<file path="config.mk">
export PLATFORM = sky130hd
export DESIGN_NAME = dual_timer_ctrl_status
export DESIGN_NICKNAME = d
export VERILOG_FILES = /design/src/hw/timer_pkg.sv /design/src/hw/timer_ctrl_if.sv /design/src/hw/sync2.sv /design/src/hw/timer_unit.sv /design/src/hw/dual_timer_ctrl_status.sv
export VERILOG_INCLUDE_DIRS = /design/src /design/src/hw
export SDC_FILE = /design/constraint.sdc
export NUM_CORES = 1
export LEC_CHECK = 0
export ABC_CLOCK_PERIOD_IN_PS = 8540
export BUFFER_PORTS_ARGS = -buffer_cell sky130_fd_sc_hd__buf_4
export CAP_MARGIN = 20
export CELL_PAD_IN_SITES_DETAIL_PLACEMENT = 1
export CELL_PAD_IN_SITES_GLOBAL_PLACEMENT = 1
export CORE_MARGIN = 2
export CORE_UTILIZATION = 25
export DETAILED_ROUTE_END_ITERATION = 8
export PLACE_DENSITY = 0.55
export SYNTH_ARGS = -nofsm -noshare
export SYNTH_HDL_FRONTEND = slang
export SYNTH_SLANG_ARGS = --single-unit
export TNS_END_PERCENT = 10
</file>
<file path="constraint.sdc">
create_clock -name mclk -period 8.54 [get_ports mclk]
set_input_delay 1.281 -clock mclk [delete_from_list [all_inputs] [get_ports mclk]]
set_output_delay 1.281 -clock mclk [all_outputs]
set_load 0.1 [all_outputs]
</file>
<file path="src/hw/timer_params.svh">
// Constants of the dual timer control and status block
//
// Notes on behaviour
// - Flag sets on an enabled capture, or on rollover in generate mode.
// - Flag clears only when software writes one; writing zero keeps it.
// - Run enable lets the counter count; clearing it halts the counter.
// - Interrupt enable gates whether this timer drives the interrupt output.
// - Interrupt enable never touches the flag; the flag records every event.
// - While the load bit is one, the load register is copied into the counter.
// - Generate mode: one reloads and keeps running, zero holds at termination.
// - Capture mode: one lets captures overwrite, zero keeps capture until read.
// - Capture enable accepts the external trigger; zero ignores it.
// - Generate enable lets pulses reach the generate output; zero suppresses.
// - Direction bit zero counts up, one counts down.
// - Mode bit zero selects generate mode, one selects capture mode.
// - Counter width is a build parameter from 8 through 32 bits.
// - Build option gives two timers (0) or one timer (1) without PWM.
// - Trigger polarity parameter: 0 active low, 1 active high.
// - Generate polarity parameter: 0 drives active low, 1 active high.
// - PWM: timer 0 load sets period (count+2), timer 1 load sets high time (count+1).
// - One interrupt output, OR of both timers' enabled interrupts.
// - Writing one to enable-all sets it and both run enables; zero clears it only.
`ifndef TIMER_PARAMS_SVH
`define TIMER_PARAMS_SVH

// Control/status bit positions, bit 0 most significant
`define BIT_ENABLE_ALL_TIMERS    21
`define BIT_PWM      22
`define BIT_TINT     23
`define BIT_ENT      24
`define BIT_ENIT     25
`define BIT_LOAD     26
`define BIT_ARHT     27
`define BIT_CAPT     28
`define BIT_GENT     29
`define BIT_UDT      30
`define BIT_MDT      31

// Address fields, bit 0 most significant
`define ADDR_DEC_LSB 26
`define ADDR_IDX_BIT 27
`define ADDR_SEL_HI  28
`define ADDR_SEL_LO  29

// Limits and reset values
`define WIDTH_MIN    8
`define WIDTH_MAX    32
`define CTRL_RESET   1'b0
`define WORD_RESET   32'h0000_0000

`endif

</file>
<file path="src/hw/timer_pkg.sv">
// Types and helpers shared by the dual timer block
package timer_pkg;

    typedef logic [0:31] word_t;
    typedef logic [0:3]  lane_t;

    typedef enum logic [1:0] {
        SEL_CSR  = 2'h0,
        SEL_TLR  = 2'h1,
        SEL_TCR  = 2'h2,
        SEL_NONE = 2'h3
    } reg_sel_t;

    // Byte lane merge of a write into an old word
    function automatic word_t lane_merge(input word_t old, input word_t wr, input lane_t be);
        word_t m;
        m = {{8{be[0]}}, {8{be[1]}}, {8{be[2]}}, {8{be[3]}}};
        return (old & ~m) | (wr & m);
    endfunction : lane_merge

endpackage : timer_pkg

</file>
<file path="src/hw/timer_ctrl_if.sv">
// Control and status signals between register file and one timer
`timescale 1ns/1ps
interface timer_ctrl_if #(parameter int WIDTH = 32);

    logic             run;
    logic             freeze;
    logic             count_down;
    logic             capture_mode;
    logic             reload_hold;
    logic             load_strobe;
    logic             capture_enable;
    logic             trig;
    logic             force_reload;
    logic             tlr_wr;
    logic             tlr_rd;
    logic [WIDTH-1:0] tlr_wdata;
    logic [WIDTH-1:0] count;
    logic [WIDTH-1:0] load_value;
    logic             event_pulse;

    modport ctrl (
        output run, freeze, count_down, capture_mode, reload_hold, load_strobe,
        output capture_enable, trig, force_reload, tlr_wr, tlr_rd, tlr_wdata,
        input  count, load_value, event_pulse
    );

    modport unit (
        input  run, freeze, count_down, capture_mode, reload_hold, load_strobe,
        input  capture_enable, trig, force_reload, tlr_wr, tlr_rd, tlr_wdata,
        output count, load_value, event_pulse
    );

endinterface : timer_ctrl_if

</file>
<file path="src/hw/sync2.sv">
// Two flip-flop synchroniser for outside levels
`timescale 1ns/1ps
module sync2 #(
    parameter int N = 1
)(
    // Clock and reset
    input  wire logic         mclk,
    input  wire logic         sys_rst,
    // Levels
    input  wire logic [N-1:0] d,
    output logic      [N-1:0] q
);

    logic [N-1:0] meta;

    always_ff @(posedge mclk or posedge sys_rst) begin
        if (sys_rst) begin
            meta <= '0;
            q    <= '0;
        end else begin
            meta <= d;
            q    <= meta;
        end
    end

endmodule : sync2

</file>
<file path="src/hw/timer_unit.sv">
// One counter with load, capture and generate logic
`timescale 1ns/1ps
`include "timer_params.svh"
module timer_unit #(
    parameter int WIDTH = 32
)(
    // Clock and reset
    input  wire logic   mclk,
    input  wire logic   sys_rst,
    // Control and status
    timer_ctrl_if.unit  tc
);

    logic [WIDTH-1:0] count;
    logic [WIDTH-1:0] load_value;
    logic             carry_q;
    logic             expired;
    logic             locked;
    logic             trig_d;

    wire logic             run_ok     = tc.run & ~tc.freeze;
    wire logic             trig_rise  = tc.trig & ~trig_d;
    wire logic             at_end     = tc.count_down ? (count == {WIDTH{1'b0}})
                                                      : (count == {WIDTH{1'b1}});
    wire logic [WIDTH-1:0] next_count = tc.count_down ? count - 1'b1 : count + 1'b1;
    wire logic             reload_now = ~tc.capture_mode & (tc.force_reload | (carry_q & tc.reload_hold));
    wire logic             gen_step   = ~tc.capture_mode & ~tc.load_strobe & ~reload_now
                                        & run_ok & ~expired;
    wire logic             gen_event  = gen_step & at_end;
    wire logic             do_capture = tc.capture_mode & run_ok & tc.capture_enable & trig_rise
                                        & (tc.reload_hold | ~locked);

    assign tc.event_pulse = gen_event | do_capture;
    assign tc.count       = count;
    assign tc.load_value  = load_value;

    always_ff @(posedge mclk or posedge sys_rst) begin
        if (sys_rst) begin
            count <= '0;
        end else if (tc.load_strobe | reload_now) begin
            count <= load_value;
        end else if (tc.capture_mode ? run_ok : gen_step) begin
            count <= next_count;
        end
    end

    always_ff @(posedge mclk or posedge sys_rst) begin
        if (sys_rst) begin
            carry_q <= `CTRL_RESET;
            expired <= `CTRL_RESET;
            trig_d  <= `CTRL_RESET;
        end else begin
            carry_q <= gen_event & tc.reload_hold;
            expired <= ~(tc.load_strobe | tc.capture_mode) & (expired | (gen_event & ~tc.reload_hold));
            trig_d  <= tc.trig;
        end
    end

    always_ff @(posedge mclk or posedge sys_rst) begin
        if (sys_rst) begin
            load_value <= '0;
            locked     <= `CTRL_RESET;
        end else begin
            if (tc.tlr_wr) begin
                load_value <= tc.tlr_wdata;
            end else if (do_capture) begin
                load_value <= count;
            end
            locked <= tc.capture_mode & (do_capture | (locked & ~tc.tlr_rd));
        end
    end

endmodule : timer_unit

</file>
<file path="src/hw/dual_timer_ctrl_status.sv">
// Dual timer register file, bus slave, pins and PWM
`timescale 1ns/1ps
`include "timer_params.svh"
module dual_timer_ctrl_status
    import timer_pkg::*;
#(
    parameter int    COUNT_WIDTH             = 32,
    parameter int    ONE_TIMER_ONLY          = 0,
    parameter logic  trigger0_polarity_param = 1'b1,
    parameter logic  trigger1_polarity_param = 1'b1,
    parameter logic  gen0_polarity_param     = 1'b1,
    parameter logic  gen1_polarity_param     = 1'b1,
    parameter word_t BASE_ADDR               = 32'h0000_0000
)(
    // Clock and reset
    input  wire logic  mclk,
    input  wire logic  sys_rst,
    // Peripheral bus, master side
    input  wire word_t OPB_ABus,
    input  wire lane_t OPB_BE,
    input  wire word_t OPB_DBus,
    input  wire logic  OPB_RNW,
    input  wire logic  OPB_select,
    input  wire logic  OPB_seqAddr,
    // Peripheral bus, slave side
    output word_t      TC_DBus,
    output logic       TC_errAck,
    output logic       TC_retry,
    output logic       TC_toutSup,
    output logic       TC_xferAck,
    // Capture triggers
    input  wire logic  capture_trigger_in0,
    input  wire logic  capture_trigger_in1,
    // Freeze
    input  wire logic  freeze_in,
    // Generate, PWM and interrupt outputs
    output logic       generate_pulse_out0,
    output logic       generate_pulse_out1,
    output logic       pulse_width_out,
    output logic       interrupt_out
);

    // ************************************************************
    // Build checks
    // ************************************************************

    localparam int NT = 2;

    if (COUNT_WIDTH < `WIDTH_MIN || COUNT_WIDTH > `WIDTH_MAX) begin : g_bad_width
        $error("counter width out of range");
    end
    if (ONE_TIMER_ONLY != 0 && ONE_TIMER_ONLY != 1) begin : g_bad_count
        $error("timer count option must be 0 or 1");
    end

    localparam logic [0:NT-1] TRIG_POL = {trigger0_polarity_param, trigger1_polarity_param};
    localparam logic [0:NT-1] GEN_POL  = {gen0_polarity_param, gen1_polarity_param};
    localparam logic [0:NT-1] PRESENT  = {1'b1, (ONE_TIMER_ONLY == 0)};
    localparam int            PAD      = 32 - COUNT_WIDTH;

    // ************************************************************
    // Control and status state
    // ************************************************************

    logic          enable_all_timers;
    logic [0:NT-1] pwm_en;
    logic [0:NT-1] irq_flag;
    logic [0:NT-1] run_enable;
    logic [0:NT-1] irq_enable;
    logic [0:NT-1] load_strobe;
    logic [0:NT-1] reload_hold;
    logic [0:NT-1] capture_enable;
    logic [0:NT-1] generate_enable;
    logic [0:NT-1] count_down;
    logic [0:NT-1] mode_select;
    logic          pwm_q;
    logic          xfer_ack_q;
    logic          err_ack_q;
    word_t         rd_q;

    wire logic [0:NT-1] next_irq_flag;
    wire logic [0:NT-1] next_run_enable;
    wire logic [0:NT-1] csr_wr;
    wire logic [0:NT-1] gen_active;
    wire logic [0:NT-1] unit_event;
    wire word_t         csr_rd  [0:NT-1];
    wire word_t         csr_new [0:NT-1];
    wire word_t         tlr_rd  [0:NT-1];
    wire word_t         tcr_rd  [0:NT-1];

    wire logic pwm_active = (ONE_TIMER_ONLY == 0) & (&pwm_en) & ~(|mode_select);

    // ************************************************************
    // Outside inputs
    // ************************************************************

    logic [2:0] sync_q;

    sync2 #(.N(3)) u_sync (
        .mclk    (mclk),
        .sys_rst (sys_rst),
        .d       ({freeze_in,
                   capture_trigger_in0 ^ ~TRIG_POL[0],
                   capture_trigger_in1 ^ ~TRIG_POL[1]}),
        .q       (sync_q)
    );

    wire logic          freeze_s = sync_q[2];
    wire logic [0:NT-1] trig_s   = sync_q[1:0];

    // ************************************************************
    // Bus decode
    // ************************************************************

    wire logic     addr_hit  = OPB_select
                               & (OPB_ABus[0:`ADDR_DEC_LSB] == BASE_ADDR[0:`ADDR_DEC_LSB]);
    wire logic     acc_idx   = OPB_ABus[`ADDR_IDX_BIT];
    wire reg_sel_t acc_sel   = reg_sel_t'(OPB_ABus[`ADDR_SEL_HI:`ADDR_SEL_LO]);
    wire logic     mapped    = (acc_sel != SEL_NONE) & PRESENT[acc_idx];
    wire logic     accept    = addr_hit & ~xfer_ack_q & ~err_ack_q;
    wire logic     wr_ok     = accept & mapped & ~OPB_RNW;
    wire logic     rd_ok     = accept & mapped & OPB_RNW;
    wire word_t    lane_mask = lane_merge(`WORD_RESET, ~`WORD_RESET, OPB_BE);
    wire logic     enable_all_timers_wr  = (|csr_wr) & lane_mask[`BIT_ENABLE_ALL_TIMERS];
    wire logic     enable_all_timers_set = enable_all_timers_wr & OPB_DBus[`BIT_ENABLE_ALL_TIMERS];
    wire logic     enable_all_timers_clr = enable_all_timers_wr & ~OPB_DBus[`BIT_ENABLE_ALL_TIMERS];

    wire word_t    rd_mux    = (acc_sel == SEL_CSR) ? csr_rd[acc_idx] :
                               (acc_sel == SEL_TLR) ? tlr_rd[acc_idx] :
                               (acc_sel == SEL_TCR) ? tcr_rd[acc_idx] : `WORD_RESET;

    // ************************************************************
    // Per timer
    // ************************************************************

    timer_ctrl_if #(.WIDTH(COUNT_WIDTH)) tif [0:NT-1] ();

    for (genvar i = 0; i < NT; i++) begin : g_timer
        wire logic  sel_me  = (acc_idx == 1'(i));
        wire logic  tlr_sel = sel_me & (acc_sel == SEL_TLR);
        wire word_t tlr_new = lane_merge(tlr_rd[i], OPB_DBus, OPB_BE);
        wire logic  flag_clr = csr_wr[i] & lane_mask[`BIT_TINT] & OPB_DBus[`BIT_TINT];

        assign csr_rd[i]  = PRESENT[i] ? {{`BIT_ENABLE_ALL_TIMERS{1'b0}}, enable_all_timers, pwm_en[i],
                                          irq_flag[i], run_enable[i], irq_enable[i],
                                          load_strobe[i], reload_hold[i], capture_enable[i],
                                          generate_enable[i], count_down[i], mode_select[i]}
                                       : `WORD_RESET;
        assign tlr_rd[i]  = word_t'(tif[i].load_value);
        assign tcr_rd[i]  = word_t'(tif[i].count);
        assign csr_wr[i]  = wr_ok & sel_me & (acc_sel == SEL_CSR);
        assign csr_new[i] = lane_merge(csr_rd[i], OPB_DBus, OPB_BE);

        assign next_irq_flag[i]   = unit_event[i] | (irq_flag[i] & ~flag_clr);
        assign next_run_enable[i] = PRESENT[i] & (enable_all_timers_set
                                    | (csr_wr[i] ? csr_new[i][`BIT_ENT] : run_enable[i]));
        assign gen_active[i]      = unit_event[i] & ~mode_select[i] & generate_enable[i];
        assign unit_event[i]      = PRESENT[i] & tif[i].event_pulse;

        assign tif[i].run            = run_enable[i];
        assign tif[i].freeze         = freeze_s;
        assign tif[i].count_down     = count_down[i];
        assign tif[i].capture_mode   = mode_select[i];
        assign tif[i].reload_hold    = reload_hold[i];
        assign tif[i].load_strobe    = load_strobe[i];
        assign tif[i].capture_enable = capture_enable[i];
        assign tif[i].trig           = trig_s[i];
        assign tif[i].force_reload   = (i == 1) & pwm_active & gen_active[0];
        assign tif[i].tlr_wr         = wr_ok & tlr_sel;
        assign tif[i].tlr_rd         = rd_ok & tlr_sel;
        assign tif[i].tlr_wdata      = tlr_new[PAD:31];

        if (PRESENT[i]) begin : g_unit
            timer_unit #(.WIDTH(COUNT_WIDTH)) u_unit (
                .mclk    (mclk),
                .sys_rst (sys_rst),
                .tc      (tif[i])
            );
        end else begin : g_absent
            assign tif[i].count       = '0;
            assign tif[i].load_value  = '0;
            assign tif[i].event_pulse = 1'b0;
        end
    end

    // ************************************************************
    // Control register update
    // ************************************************************

    always_ff @(posedge mclk or posedge sys_rst) begin
        if (sys_rst) begin
            irq_flag   <= '0;
            run_enable <= '0;
        end else begin
            irq_flag   <= next_irq_flag;
            run_enable <= next_run_enable;
        end
    end

    always_ff @(posedge mclk or posedge sys_rst) begin
        if (sys_rst) begin
            enable_all_timers <= `CTRL_RESET;
        end else if (enable_all_timers_set | enable_all_timers_clr) begin
            enable_all_timers <= enable_all_timers_set;
        end
    end

    always_ff @(posedge mclk or posedge sys_rst) begin
        if (sys_rst) begin
            pwm_en          <= '0;
            irq_enable      <= '0;
            load_strobe     <= '0;
            reload_hold     <= '0;
            capture_enable  <= '0;
            generate_enable <= '0;
            count_down      <= '0;
            mode_select     <= '0;
        end else begin
            for (int i = 0; i < NT; i++) begin
                if (csr_wr[i]) begin
                    pwm_en[i]          <= csr_new[i][`BIT_PWM];
                    irq_enable[i]      <= csr_new[i][`BIT_ENIT];
                    load_strobe[i]     <= csr_new[i][`BIT_LOAD];
                    reload_hold[i]     <= csr_new[i][`BIT_ARHT];
                    capture_enable[i]  <= csr_new[i][`BIT_CAPT];
                    generate_enable[i] <= csr_new[i][`BIT_GENT];
                    count_down[i]      <= csr_new[i][`BIT_UDT];
                    mode_select[i]     <= csr_new[i][`BIT_MDT];
                end
            end
        end
    end

    // ************************************************************
    // PWM, generate and interrupt outputs
    // ************************************************************

    wire logic next_pwm   = pwm_active & (gen_active[0] | (pwm_q & ~gen_active[1]));

    always_ff @(posedge mclk or posedge sys_rst) begin
        if (sys_rst) begin
            pwm_q               <= `CTRL_RESET;
            generate_pulse_out0 <= ~GEN_POL[0];
            generate_pulse_out1 <= ~GEN_POL[1];
            interrupt_out       <= `CTRL_RESET;
        end else begin
            pwm_q               <= next_pwm;
            generate_pulse_out0 <= gen_active[0] ~^ GEN_POL[0];
            generate_pulse_out1 <= gen_active[1] ~^ GEN_POL[1];
            interrupt_out       <= |(irq_flag & irq_enable);
        end
    end

    assign pulse_width_out = pwm_q;

    // ************************************************************
    // Bus answer
    // ************************************************************

    always_ff @(posedge mclk or posedge sys_rst) begin
        if (sys_rst) begin
            xfer_ack_q <= `CTRL_RESET;
            err_ack_q  <= `CTRL_RESET;
            rd_q       <= `WORD_RESET;
        end else begin
            xfer_ack_q <= accept & mapped;
            err_ack_q  <= accept & ~mapped;
            rd_q       <= rd_ok ? rd_mux : `WORD_RESET;
        end
    end

    assign TC_DBus    = rd_q;
    assign TC_xferAck = xfer_ack_q;
    assign TC_errAck  = err_ack_q;
    assign TC_retry   = 1'b0;
    assign TC_toutSup = 1'b0;

endmodule : dual_timer_ctrl_status

</file>
# Word-level counts from Yosys, hierarchy flattened
# Cells that the tools add are included.
# word_totals
reg_bits,201
inputBits,76
out_inout_bits,40
wordCells,224
# classes
addsub,4
n_lt_le_gt_ge,1
eq_ne,5
mux,31
bitwise,131
n_reduce_logical,12
# op_table
cell,count
2-to-1 mux 32 bit,22
bitwise AND 32 bit,3
bitwise AND 1 bit,71
adder 32 x 1 -> 32 bit (second input constant),2
== test 32 bit (second input constant),2
logical NOT 32 bit,2
OR 32 bit,2
subtractor 32 x 1 -> 32 bit (second input constant),2
inverter 32 bit,1
inverter 1 bit,29
logical NOT 27 bit,1
bitwise AND 10 bit,2
OR 10 bit,2
OR 1 bit,19
2-to-1 mux 10 bit,1
2-to-1 mux 1 bit,8
nonzero test 2 bit,4
OR reduction 2 bit,3
bitwise AND 2 bit,1
== test 2 x 1 -> 1 bit (second input constant),1
== test 2 bit (second input constant),1
>= comparator 2 bit (second input constant),1
logical NOT 2 bit,1
!= test 2 bit (second input constant),1
other kinds (2),2

# Depth between registers and ports, before layout
# Gate-level depths: netlist (run 1).
# depth
ltp_word,25
mapped_depth,12
mapped_depth_nobuf,12

# Modules after synthesis
# Synthesis (run 1) repeated with hierarchy kept, for this count alone.
# unflattened
hier_cells,1659
hier_area_um2,14315.0
# modules_own_cells
mod,n_inst,cells_each,area_each_um2,seq_area_each_um2
timer_unit,2,588,4961.0,1701.6
dual_timer_ctrl_status,1,476,4239.1,1476.4
sync2,1,7,153.9,150.1

# Worst setup path after synthesis (run 1)
# OpenSTA, ideal clock, no wires.
# synth_timing
path_type,input-to-reg
from,input OPB_ABus[7]
to,register with a tool-made name
setup_time_ps,126
t_arrival_ps,3131
required_ps,8414
slack_ps,5283
cell_stages,7
path_buffers,0
path_cell_list,or4_1 nor3_1 nand3_1 nor3_1 nor3b_2 nand3_1 mux2_2
# synth_lines
element,line,rtl
start: declaration,dual_timer_ctrl_status.sv:19,"input wire word_t OPB_ABus,"

==> impl_metrics.toml, run 1 <==
[setup_path]
cp.arrival_ns = 4.50
r2r_end = "g_timer[1].g_unit.u_unit.tc.count[28]"
critPathTopFamily = "simple AND/OR/NAND/NOR gates"
crit_type = "in2reg"
path_buf_inv = 2
endpoint_kind = "flip-flop"
critPathLaunchType = "primary input"
crit_required_ns = 8.95
reg2reg_depth = 13
startpoint = "OPB_ABus[7]"
r2r_slack_ns = 4.69
critPathSlowestCell = "nor3b_2"
cp.depth = 11
crit_path_max_incr_delay_ns = 0.72
path_cells = "buf_4 -> or4_1 -> nor3_1 -> nand3_1 -> nor3_1 -> nor3b_2 -> nand2b_1 -> buf_4 -> nand2_1 -> nor2_1 -> nor2_1"
cp_max_fo = 36

[clock_network]
ctsHoldBuffers = 0
cts.reportedPaths.clkPinSlew_ns = 0.06
cts_tree = "done"
clkSinkCount = 201
htree_levels = 1
post_cts_buffers = 0
cts_root_buf = "clkbuf_16"
cts-buffers-inserted = 23
cts-resized-gates = 0
cts.path.max_buffers = 3
worstSkewPairLatency_ns = 0.53

[synthesis]
syn_area_per_cell_sq_um = 8.985
netlist_instances = 1381
yosys_warnings = 0
synth_area_sq_um = 12410
yosysSeqAreaShare_pct = 40.54
synthFlopType = "dfrtp_1"
synth_edf_count = 0
yosysUniqueCellTypes = 65
ys_seq_elements = 201
synthArstFlopShare_pct = 100.0

[routing]
firstDrtPassIters = 5
vias_per_cell = 5.115
wl_met3_um = 2167
drt-total-wl_um = 44560
num_vias = 11030
ant_nets = 0
routedWlPerCell_um = 20.67
drtIter0Drc = 657
routed.top_layer = "met5"
dr_wl_met2_um = 21250
met1_length_um = 20140
drc = 0

[sta]
relSlewSlack_pct = 28.56
finalSetupViolCount = 0
fin_crit_ns = 4.083
tns_ns = 0
whs_ns = 0.3493
max_freq_mhz = 244.9
hold_viol = 0
post-route-period-util_pct = 47.81
tightest_slew_ns = 1.072
worst_clock_skew_ns = 0.01121
finalMaxSlewViolations = 0
rsz0062_at_grt = "no"

[power]
sequentialPowerShare_pct = 45.8
ir_worst_vdd_v = 0.0001352
p_per_area_nw_per_um2 = 141.7
switching_power_mw = 0.4953
p_int_mw = 1.589
power_frac_clock_pct = 49.0
swShare_pct = 23.76
total_power_mw = 2.084
leakagePower_nw = 6.614
combPwrFrac_pct = 5.2

[cells_and_area]
fill_cells = 5743
synthToLayoutAreaGrowth_pct = 18.50
antennaDiodeCount = 0
drive_gt1_share_pct = 13.94
final_cell_count_no_fill = 2156
regArea_sq_um = 5030
multi_input_comb_area_sq_um = 7033
nNetsFinal = 1613

[die]
num_rows = 81
io-pin-count = 116
initial_core_util_pct = 25.35
die_h_um = 226.8
die_w_um = 226.8
core_area_sq_um = 48950
dieArea_sq_um = 51430

[global_route]
antenna_found_initial = 1
grt_pass1_wl_um = 69220
grtUsageTotal_pct = 17.52
grt_max_degree = 73
gr-total-overflow = 0
grt_pass1_vias = 11750

[placed_design]
place_congestion = 0.8324
portBuffers = 110
dpl.cell_count = 2114
place_hpwl_um = 33880

[run_status]
outcome = "completed"

[run]
max_cap_violations = 0

[worst_hold_path]
hold_class = "reg2reg"
[final cells by class]
class	instances	area share [%]
flip-flops and latches	201	34.21
multi-input cells	1095	47.83
inverters	30	0.8169
well taps	664	5.650
repair buffers	124	6.331
clock buffers	32	4.416
clock inverters	10	0.7488
[stage by stage]
step | util (%) | setup slack (ns) | instance area [sq um]
2_1_floorplan | - | 1.777 | 12410
3_3_place_gp | 28.49 | 4.008 | 13940
3_5_place_dp | 28.49 | 3.945 | 13940
4_1_cts | 30.04 | 4.495 | 14700
5_1_grt | 30.04 | 4.202 | 14700
6_report | 30.04 | 4.457 | 14700
[per-layer routing]
| layer | up-vias | track usage, % |
|---|---|---|
| met5 | - | 0 |
| met1 | 5505 | 22.97 |
| met3 | 65 | 2.851 |
| li1 | 5199 | - |
| met2 | 258 | 30.17 |
| met4 | 2 | 3.862 |
[cell usage in the layout, fill, tap and decap left out, drive strengths merged, types with 3 or more instances in the layout]
cell	netlist	final
a211oi	6	6
a21o	21	21
a21oi	98	98
a22oi	8	8
a31oi	9	9
and2	5	5
and3	7	7
buf	20	124
clkbuf	36	32
clkinv	0	6
dfrtp	201	201
ha	60	60
inv	30	32
mux2	17	17
mux2i	75	75
mux4	10	10
nand2	114	114
nand2b	8	8
nand3	13	13
nand3b	5	5
nand4	21	21
nand4b	4	4
nor2	243	243
nor2b	12	12
nor3	24	24
nor3b	10	10
nor4	26	26
nor4b	3	3
o211ai	8	8
o21a	15	15
o21ai	89	89
o21bai	10	10
o22a	22	22
o22ai	64	64
o31ai	8	8
or2	4	4
or3	5	5
xnor2	33	33
xor2	19	19
[how the worst min path moves through the flow]
stage	startpoint	to	slack (ns)	cells after the start
4_1_cts	u_sync.meta[1]	u_sync.q[1]	0.35	0
2_1_floorplan	u_sync.meta[0]	u_sync.q[0]	0.33	0
6_report	u_sync.meta[1]	u_sync.q[1]	0.35	0
5_1_grt	u_sync.meta[1]	u_sync.q[1]	0.38	0
3_5_place_dp	u_sync.meta[1]	u_sync.q[1]	0.34	0
3_3_place_gp	u_sync.meta[0]	u_sync.q[0]	0.34	0
[power by group through the flow]
stage	clock network [mW]	logic (mW)	registers (mW)
3_5_place_dp	0	0.108	0.973
4_1_cts	1.04	0.109	0.955
2_1_floorplan	0	0.0521	0.972
5_1_grt	1.08	0.116	0.955
3_3_place_gp	0	0.108	0.973
6_report	1.02	0.108	0.955
[synth_stat cells (all sizes together) (6+ instances only)]
master	count	area, sq um
o211ai	8	65.06
buf	20	126.4
ha	60	750.7
nor4	26	162.7
a211oi	6	50.05
o22a	22	192.7
o21ai	89	445.4
nor2b	12	75.07
xnor2	33	289.0
nand4	21	131.4
mux2i	75	750.7
mux2	17	191.4
nand2	114	427.9
a21oi	98	494.2
o21bai	10	75.07
a21o	21	157.7
nor3b	10	90.09
o22ai	64	400.4
a31oi	9	56.30
clkbuf	36	137.6
nor2	243	912.1
dfrtp	201	5030
nand3	13	65.06
a22oi	8	60.06
o31ai	8	70.06
xor2	19	166.4
inv	30	112.6
mux4	10	225.2
o21a	15	112.6
and3	7	43.79
nor3	24	120.1
nand2b	8	50.05
[logic make-up (layout without fill, tap and decap cells)]
logic type | after synthesis | after routing | synth area share, %
and+or+nand+nor | 507 | 507 | 18.45
AOI/OAI and AO/OA | 370 | 370 | 18.49
DFF | 201 | 201 | 40.54
muxes | 102 | 102 | 9.408
buffers and inverters | 86 | 196 | 3.035
adders and majority gates | 62 | 62 | 6.373
xor gates and xnor gates | 52 | 52 | 3.670
other | 1 | 2 | 0.03022
Note: power is estimated with default switching activity, not from simulation.
==> inputs of run 2 (changes only) <==
--- a/config.mk
+++ b/config.mk
@@ -6,7 +6,7 @@
 export SDC_FILE = /design/constraint.sdc
 export NUM_CORES = 1
 export LEC_CHECK = 0
-export ABC_CLOCK_PERIOD_IN_PS = 8540
+export ABC_CLOCK_PERIOD_IN_PS = 4050
 export BUFFER_PORTS_ARGS = -buffer_cell sky130_fd_sc_hd__buf_4
 export CAP_MARGIN = 20
 export CELL_PAD_IN_SITES_DETAIL_PLACEMENT = 1
==> constraint.sdc (replaced) <==
create_clock -name mclk -period 4.05 [get_ports mclk]
set_input_delay 0.6075 -clock mclk [delete_from_list [all_inputs] [get_ports mclk]]
set_output_delay 0.6075 -clock mclk [all_outputs]
set_load 0.1 [all_outputs]
==> run 2 against run 1 <==
Critical path depth increased by 1. Power up 120%. Wire length up 0.92%. Sequential share of layout area fell by 0.51 points. Combinational power up 110%. Cell count up 0.88%. Count of clock-buffer cells in the layout did not move.
==> impl_metrics.toml, run 2 (synthesis gave the netlist of run 1 again) <==
[run_status]
outcome = "completed"

[routing]
ant_nets = 0
routedWlPerCell_um = 20.68
vias_per_cell = 5.112
drt-total-wl_um = 44970
num_vias = 11120
firstDrtPassIters = 4
drtIter0Drc = 578
drc = 0

[clock_network]
cts.reportedPaths.clkPinSlew_ns = 0.06
clkSinkCount = 201
cts.path.max_buffers = 3
ctsHoldBuffers = 0
cts-resized-gates = 0
htree_levels = 1
post_cts_buffers = 0
cts_tree = "done"
worstSkewPairLatency_ns = 0.53
cts_root_buf = "clkbuf_16"
cts-buffers-inserted = 23

[placed_design]
place_congestion = 0.8655
place_hpwl_um = 34870
pre_cts_ws_ns = 0.4323
place_area_sq_um = 14120
portBuffers = 110

[power]
ir_worst_vdd_v = 0.0002990
switching_power_mw = 1.026
sequentialPowerShare_pct = 44.6
combPwrFrac_pct = 5.1
p_int_mw = 3.488
power_frac_clock_pct = 50.2
swShare_pct = 22.74
leakagePower_nw = 6.736
p_per_area_nw_per_um2 = 302.4

[cells_and_area]
antennaDiodeCount = 0
synthToLayoutAreaGrowth_pct = 20.30
drive_gt1_share_pct = 15.09
fill_cells = 5749
final_common_cell = "nor2_1"
postLayoutCellArea_sq_um = 14930
final_cell_mix = "243 x nor2_1, 201 x dfrtp_1, 143 x buf_4"
nNetsFinal = 1634

[setup_path]
critPathSlowestCell = "dfrtp_1"
crit_type = "reg2reg"
crit_path_max_incr_delay_ns = 0.75
cp_max_fo = 21
critPathLaunchType = "flip-flop"
crit_required_ns = 4.46
path_cells = "buf_4 -> ha_1 -> a21o_1 -> a21oi_1 -> o21a_1 -> nand4b_1 -> a41oi_2 -> o311ai_1 -> nand3_1 -> nor3b_2 -> xnor2_1 -> o21ai_1"
endpoint_kind = "flip-flop"
cp.arrival_ns = 4.06

[sta]
post-route-period-util_pct = 90.11
whs_ns = 0.1947
finalSetupViolCount = 0
tightest_slew_ns = 0.9555
relSlewSlack_pct = 36.16
tns_ns = 0
finalMaxSlewViolations = 0
fin_crit_ns = 3.650
max_freq_mhz = 274.0
worst_clock_skew_ns = 0.01663
rsz0062_at_grt = "no"
hold_viol = 0
finalWorstSetupSlack_ns = 0.4004

[global_route]
gr-total-overflow = 0
grt_pass1_vias = 11580
grt_max_degree = 67
grt_pass1_wl_um = 69390
grtUsageTotal_pct = 17.61
antenna_found_initial = 1

[die]
dieArea_sq_um = 51430
core_area_sq_um = 48950
die_w_um = 226.8
die_h_um = 226.8
num_rows = 81
io-pin-count = 116
initial_core_util_pct = 25.35

[run]
max_cap_violations = 0

[worst_hold_path]
hold_class = "in2reg"
-- run 2: area by class of cell --
type	count	area, sq um	area share, %
tap	664	830.8	5.566
timing repair buffer	145	1114	7.460
sequential	201	5030	33.70
clock inverter	8	143.9	0.9640
inverter	30	116.4	0.7796
multi-input combinational	1095	7033	47.12
clock buffer	32	659.4	4.417
-- run 2: final timing paths --
check,from,to,slack (ns),cells past startpoint
max,flip-flop,g_timer[0].g_unit.u_unit.tc.count[31],0.40,12
min,freeze_in,u_sync.meta[2],0.19,1
max reg2reg,flip-flop,g_timer[0].g_unit.u_unit.tc.count[31],0.40,12
min reg2reg,u_sync.meta[0],u_sync.q[0],0.36,0
max in group asynchronous,sys_rst,async pin,2.90,3
min in group asynchronous,sys_rst,u_sync.meta[1],0.28,2
-- run 2: layer usage --
metal	vias up	track usage, %	wire length, um
met5	-	0	0
met4	0	3.502	830
met3	55	2.009	1695
met2	231	30.09	21370
met1	5596	23.95	21070
li1	5237	-	-
-- run 2: critical path: cells and delay by family, from the launching register on --
family                     cells  cell delay (ns)
AOI/OAI and AO/OA              6             1.32
DFF                            1             0.75
and+or+nand+nor                3             0.58
buffers and inverters          1             0.38
adders and majority gates      1             0.33
xor gates and xnor gates       1             0.14
-- run 2: through the flow --
stage | util [%] | std cells | total power [mW]
finish | 30.49 | 2175 | 4.514
global placement | 28.85 | 2135 | 2.283
detailed placement | 28.85 | 2135 | 2.286
CTS | 30.49 | 2175 | 4.568
global route | 30.49 | 2175 | 4.668
floorplan | - | 1382 | 2.161
-- run 2: power groups by stage --
stage               combinational (mW)  clock (mW)  sequential (mW)
global placement                 0.232           0             2.05
detailed placement               0.234           0             2.05
CTS                              0.235        2.32             2.01
finish                           0.232        2.27             2.01
floorplan                        0.110           0             2.05
global route                     0.248        2.41             2.01
==> inputs of run 3 (changes only) <==
--- a/config.mk
+++ b/config.mk
@@ -15,6 +15,8 @@
 export CORE_UTILIZATION = 25
 export DETAILED_ROUTE_END_ITERATION = 8
 export PLACE_DENSITY = 0.55
+export RECOVER_POWER = 25
+export SETUP_SLACK_MARGIN = 0.05
 export SYNTH_ARGS = -nofsm -noshare
 export SYNTH_HDL_FRONTEND = slang
 export SYNTH_SLANG_ARGS = --single-unit
==> run 3 against run 2 <==
Core utilization about the same. Global-route usage stayed put. Clock power about the same. Sequential cell count stayed put. Clock skew rose by 0.00072 ns. The run now ends with max-capacitance violations, max-slew violations left. Critical path type unchanged. Via count fell by 0.13%. Hold slack improved by 0.021 ns. Critical endpoint unchanged. Power about the same. Die area stayed put. Highest routed layer unchanged. Largest cell class unchanged. Count of clock-buffer cells in the layout did not move.
==> impl_metrics.toml, run 3 (synthesis gave the netlist of run 1 again) <==
[run_status]
outcome = "finished, violations left"
violations = "max-capacitance violations, max-slew violations"

[sta]
tns_ns = 0
rsz0062_at_grt = "no"
finalMaxSlewViolations = 79
finalWorstSetupSlack_ns = 0.3801
max_freq_mhz = 272.5
hold_viol = 0
post-route-period-util_pct = 90.62
whs_ns = 0.2159
finalSetupViolCount = 0
fin_crit_ns = 3.670
relSlewSlack_pct = -35.98
tightest_slew_ns = 2.040
worst_clock_skew_ns = 0.01735

[setup_path]
r2r_end = "g_timer[0].g_unit.u_unit.tc.count[31]"
r2r_slack_ns = 0.38
crit_type = "reg2reg"
path_buf_inv = 1
crit_path_max_incr_delay_ns = 0.77
critPathTopFamily = "compound AO/OA/AOI/OAI gates"
critPathSlowestCell = "dfrtp_1"
crit_required_ns = 4.46
critPathLaunchType = "flip-flop"
reg2reg_depth = 12
cp.arrival_ns = 4.08
endpoint_kind = "flip-flop"
cp_max_fo = 21
cp.depth = 12
path_cells = "buf_4 -> ha_1 -> a21o_1 -> a21oi_1 -> o21a_1 -> nand4b_1 -> a41oi_2 -> o311ai_1 -> nand3_1 -> nor3b_2 -> xnor2_1 -> o21ai_1"

[routing]
drt-total-wl_um = 44980
ant_nets = 0
num_vias = 11100
vias_per_cell = 5.105
firstDrtPassIters = 4
drc = 0
drtIter0Drc = 556
routedWlPerCell_um = 20.68

[clock_network]
clkSinkCount = 201
worstSkewPairLatency_ns = 0.53
cts-resized-gates = 0
htree_levels = 1
cts_tree = "done"
cts-buffers-inserted = 23
cts_root_buf = "clkbuf_16"
ctsHoldBuffers = 0
cts.path.max_buffers = 3
post_cts_buffers = 0
cts.reportedPaths.clkPinSlew_ns = 0.06

[cells_and_area]
final_common_cell = "nor2_1"
final_cell_count_no_fill = 2175
antennaDiodeCount = 0
finish.utilization_pct = 30.45
postLayoutCellArea_sq_um = 14910
drive_gt1_share_pct = 14.82
multi_input_comb_area_sq_um = 7033
synthToLayoutAreaGrowth_pct = 20.13
final_cell_mix = "243 x nor2_1, 201 x dfrtp_1, 137 x buf_4"
nNetsFinal = 1634
fill_cells = 5754
regArea_sq_um = 5030

[placed_design]
portBuffers = 110
place_area_sq_um = 14120
pre_cts_ws_ns = 0.4323
place_congestion = 0.8655
dpl.cell_count = 2135
place_hpwl_um = 34870

[global_route]
gr-total-overflow = 0
grtUsageTotal_pct = 17.61
grt_pass1_vias = 11580
antenna_found_initial = 1
grt_max_degree = 67
grt_pass1_wl_um = 69390

[power]
p_per_area_nw_per_um2 = 302.6
leakagePower_nw = 6.728
ir_worst_vdd_v = 0.0003005
total_power_mw = 4.511

[worst_hold_path]
min_from = "freeze_in"
hold_class = "in2reg"
min_path_cells = 1
hold_end = "u_sync.meta[2]"

[run]
max_cap_violations = 2

[die]
die_w_um = 226.8
dieArea_sq_um = 51430
core_area_sq_um = 48950
initial_core_util_pct = 25.35
die_h_um = 226.8
io-pin-count = 116
num_rows = 81
[run 3: cell count changes in the layout (fill, tap and decap cells not counted)]
cell and change:
clkbuf_1 +3, clkinvlp_2 +1, clkinvlp_4 -1, dlymetal6s4s_1 +1, buf_12 -1, clkbuf_4 +3, buf_4 -6
[run 3: area by class of cell]
| class | count | area share, % |
|---|---|---|
| Clock inverter | 8 | 0.9653 |
| Inverter | 30 | 0.7639 |
| Timing Repair Buffer | 145 | 7.345 |
| Sequential cell | 201 | 33.74 |
| Multi-Input combinational cell | 1095 | 47.18 |
| Clock buffer | 32 | 4.424 |
| Tap cell | 664 | 5.574 |
[run 3: how the worst max path moves through the flow]
stage	endpoint	slack, ns
after floorplan	g_timer[1].g_unit.u_unit.tc.count[30]	0.81
after global routing	g_timer[0].g_unit.u_unit.tc.count[27]	0.13
after CTS	g_timer[0].g_unit.u_unit.tc.count[31]	0.43
final	g_timer[0].g_unit.u_unit.tc.count[31]	0.38
after detailed placement	g_timer[0].g_unit.u_unit.tc.count[31]	0.43
after global placement	g_timer[0].g_unit.u_unit.tc.count[31]	0.54
[run 3: power breakdown]
group | switching [mW] | total, mW | internal [mW]
Combinational | 0.142 | 0.228 | 0.0868
Clock | 0.881 | 2.27 | 1.39
Sequential | 0.00249 | 2.01 | 2.01
Total | 1.03 | 4.51 | 3.49
[run 3: routing by layer]
metal  wire (um)  GRT usage, %  part of all wire [%]  vias to the layer above
met3        1675         2.009                   3.7                       57
met5           0             0                     0                        -
met2       21360         30.09                    47                      221
met1       21100         23.95                    47                     5585
li1            -             -                     -                     5241
met4         846         3.502                   1.9                        0
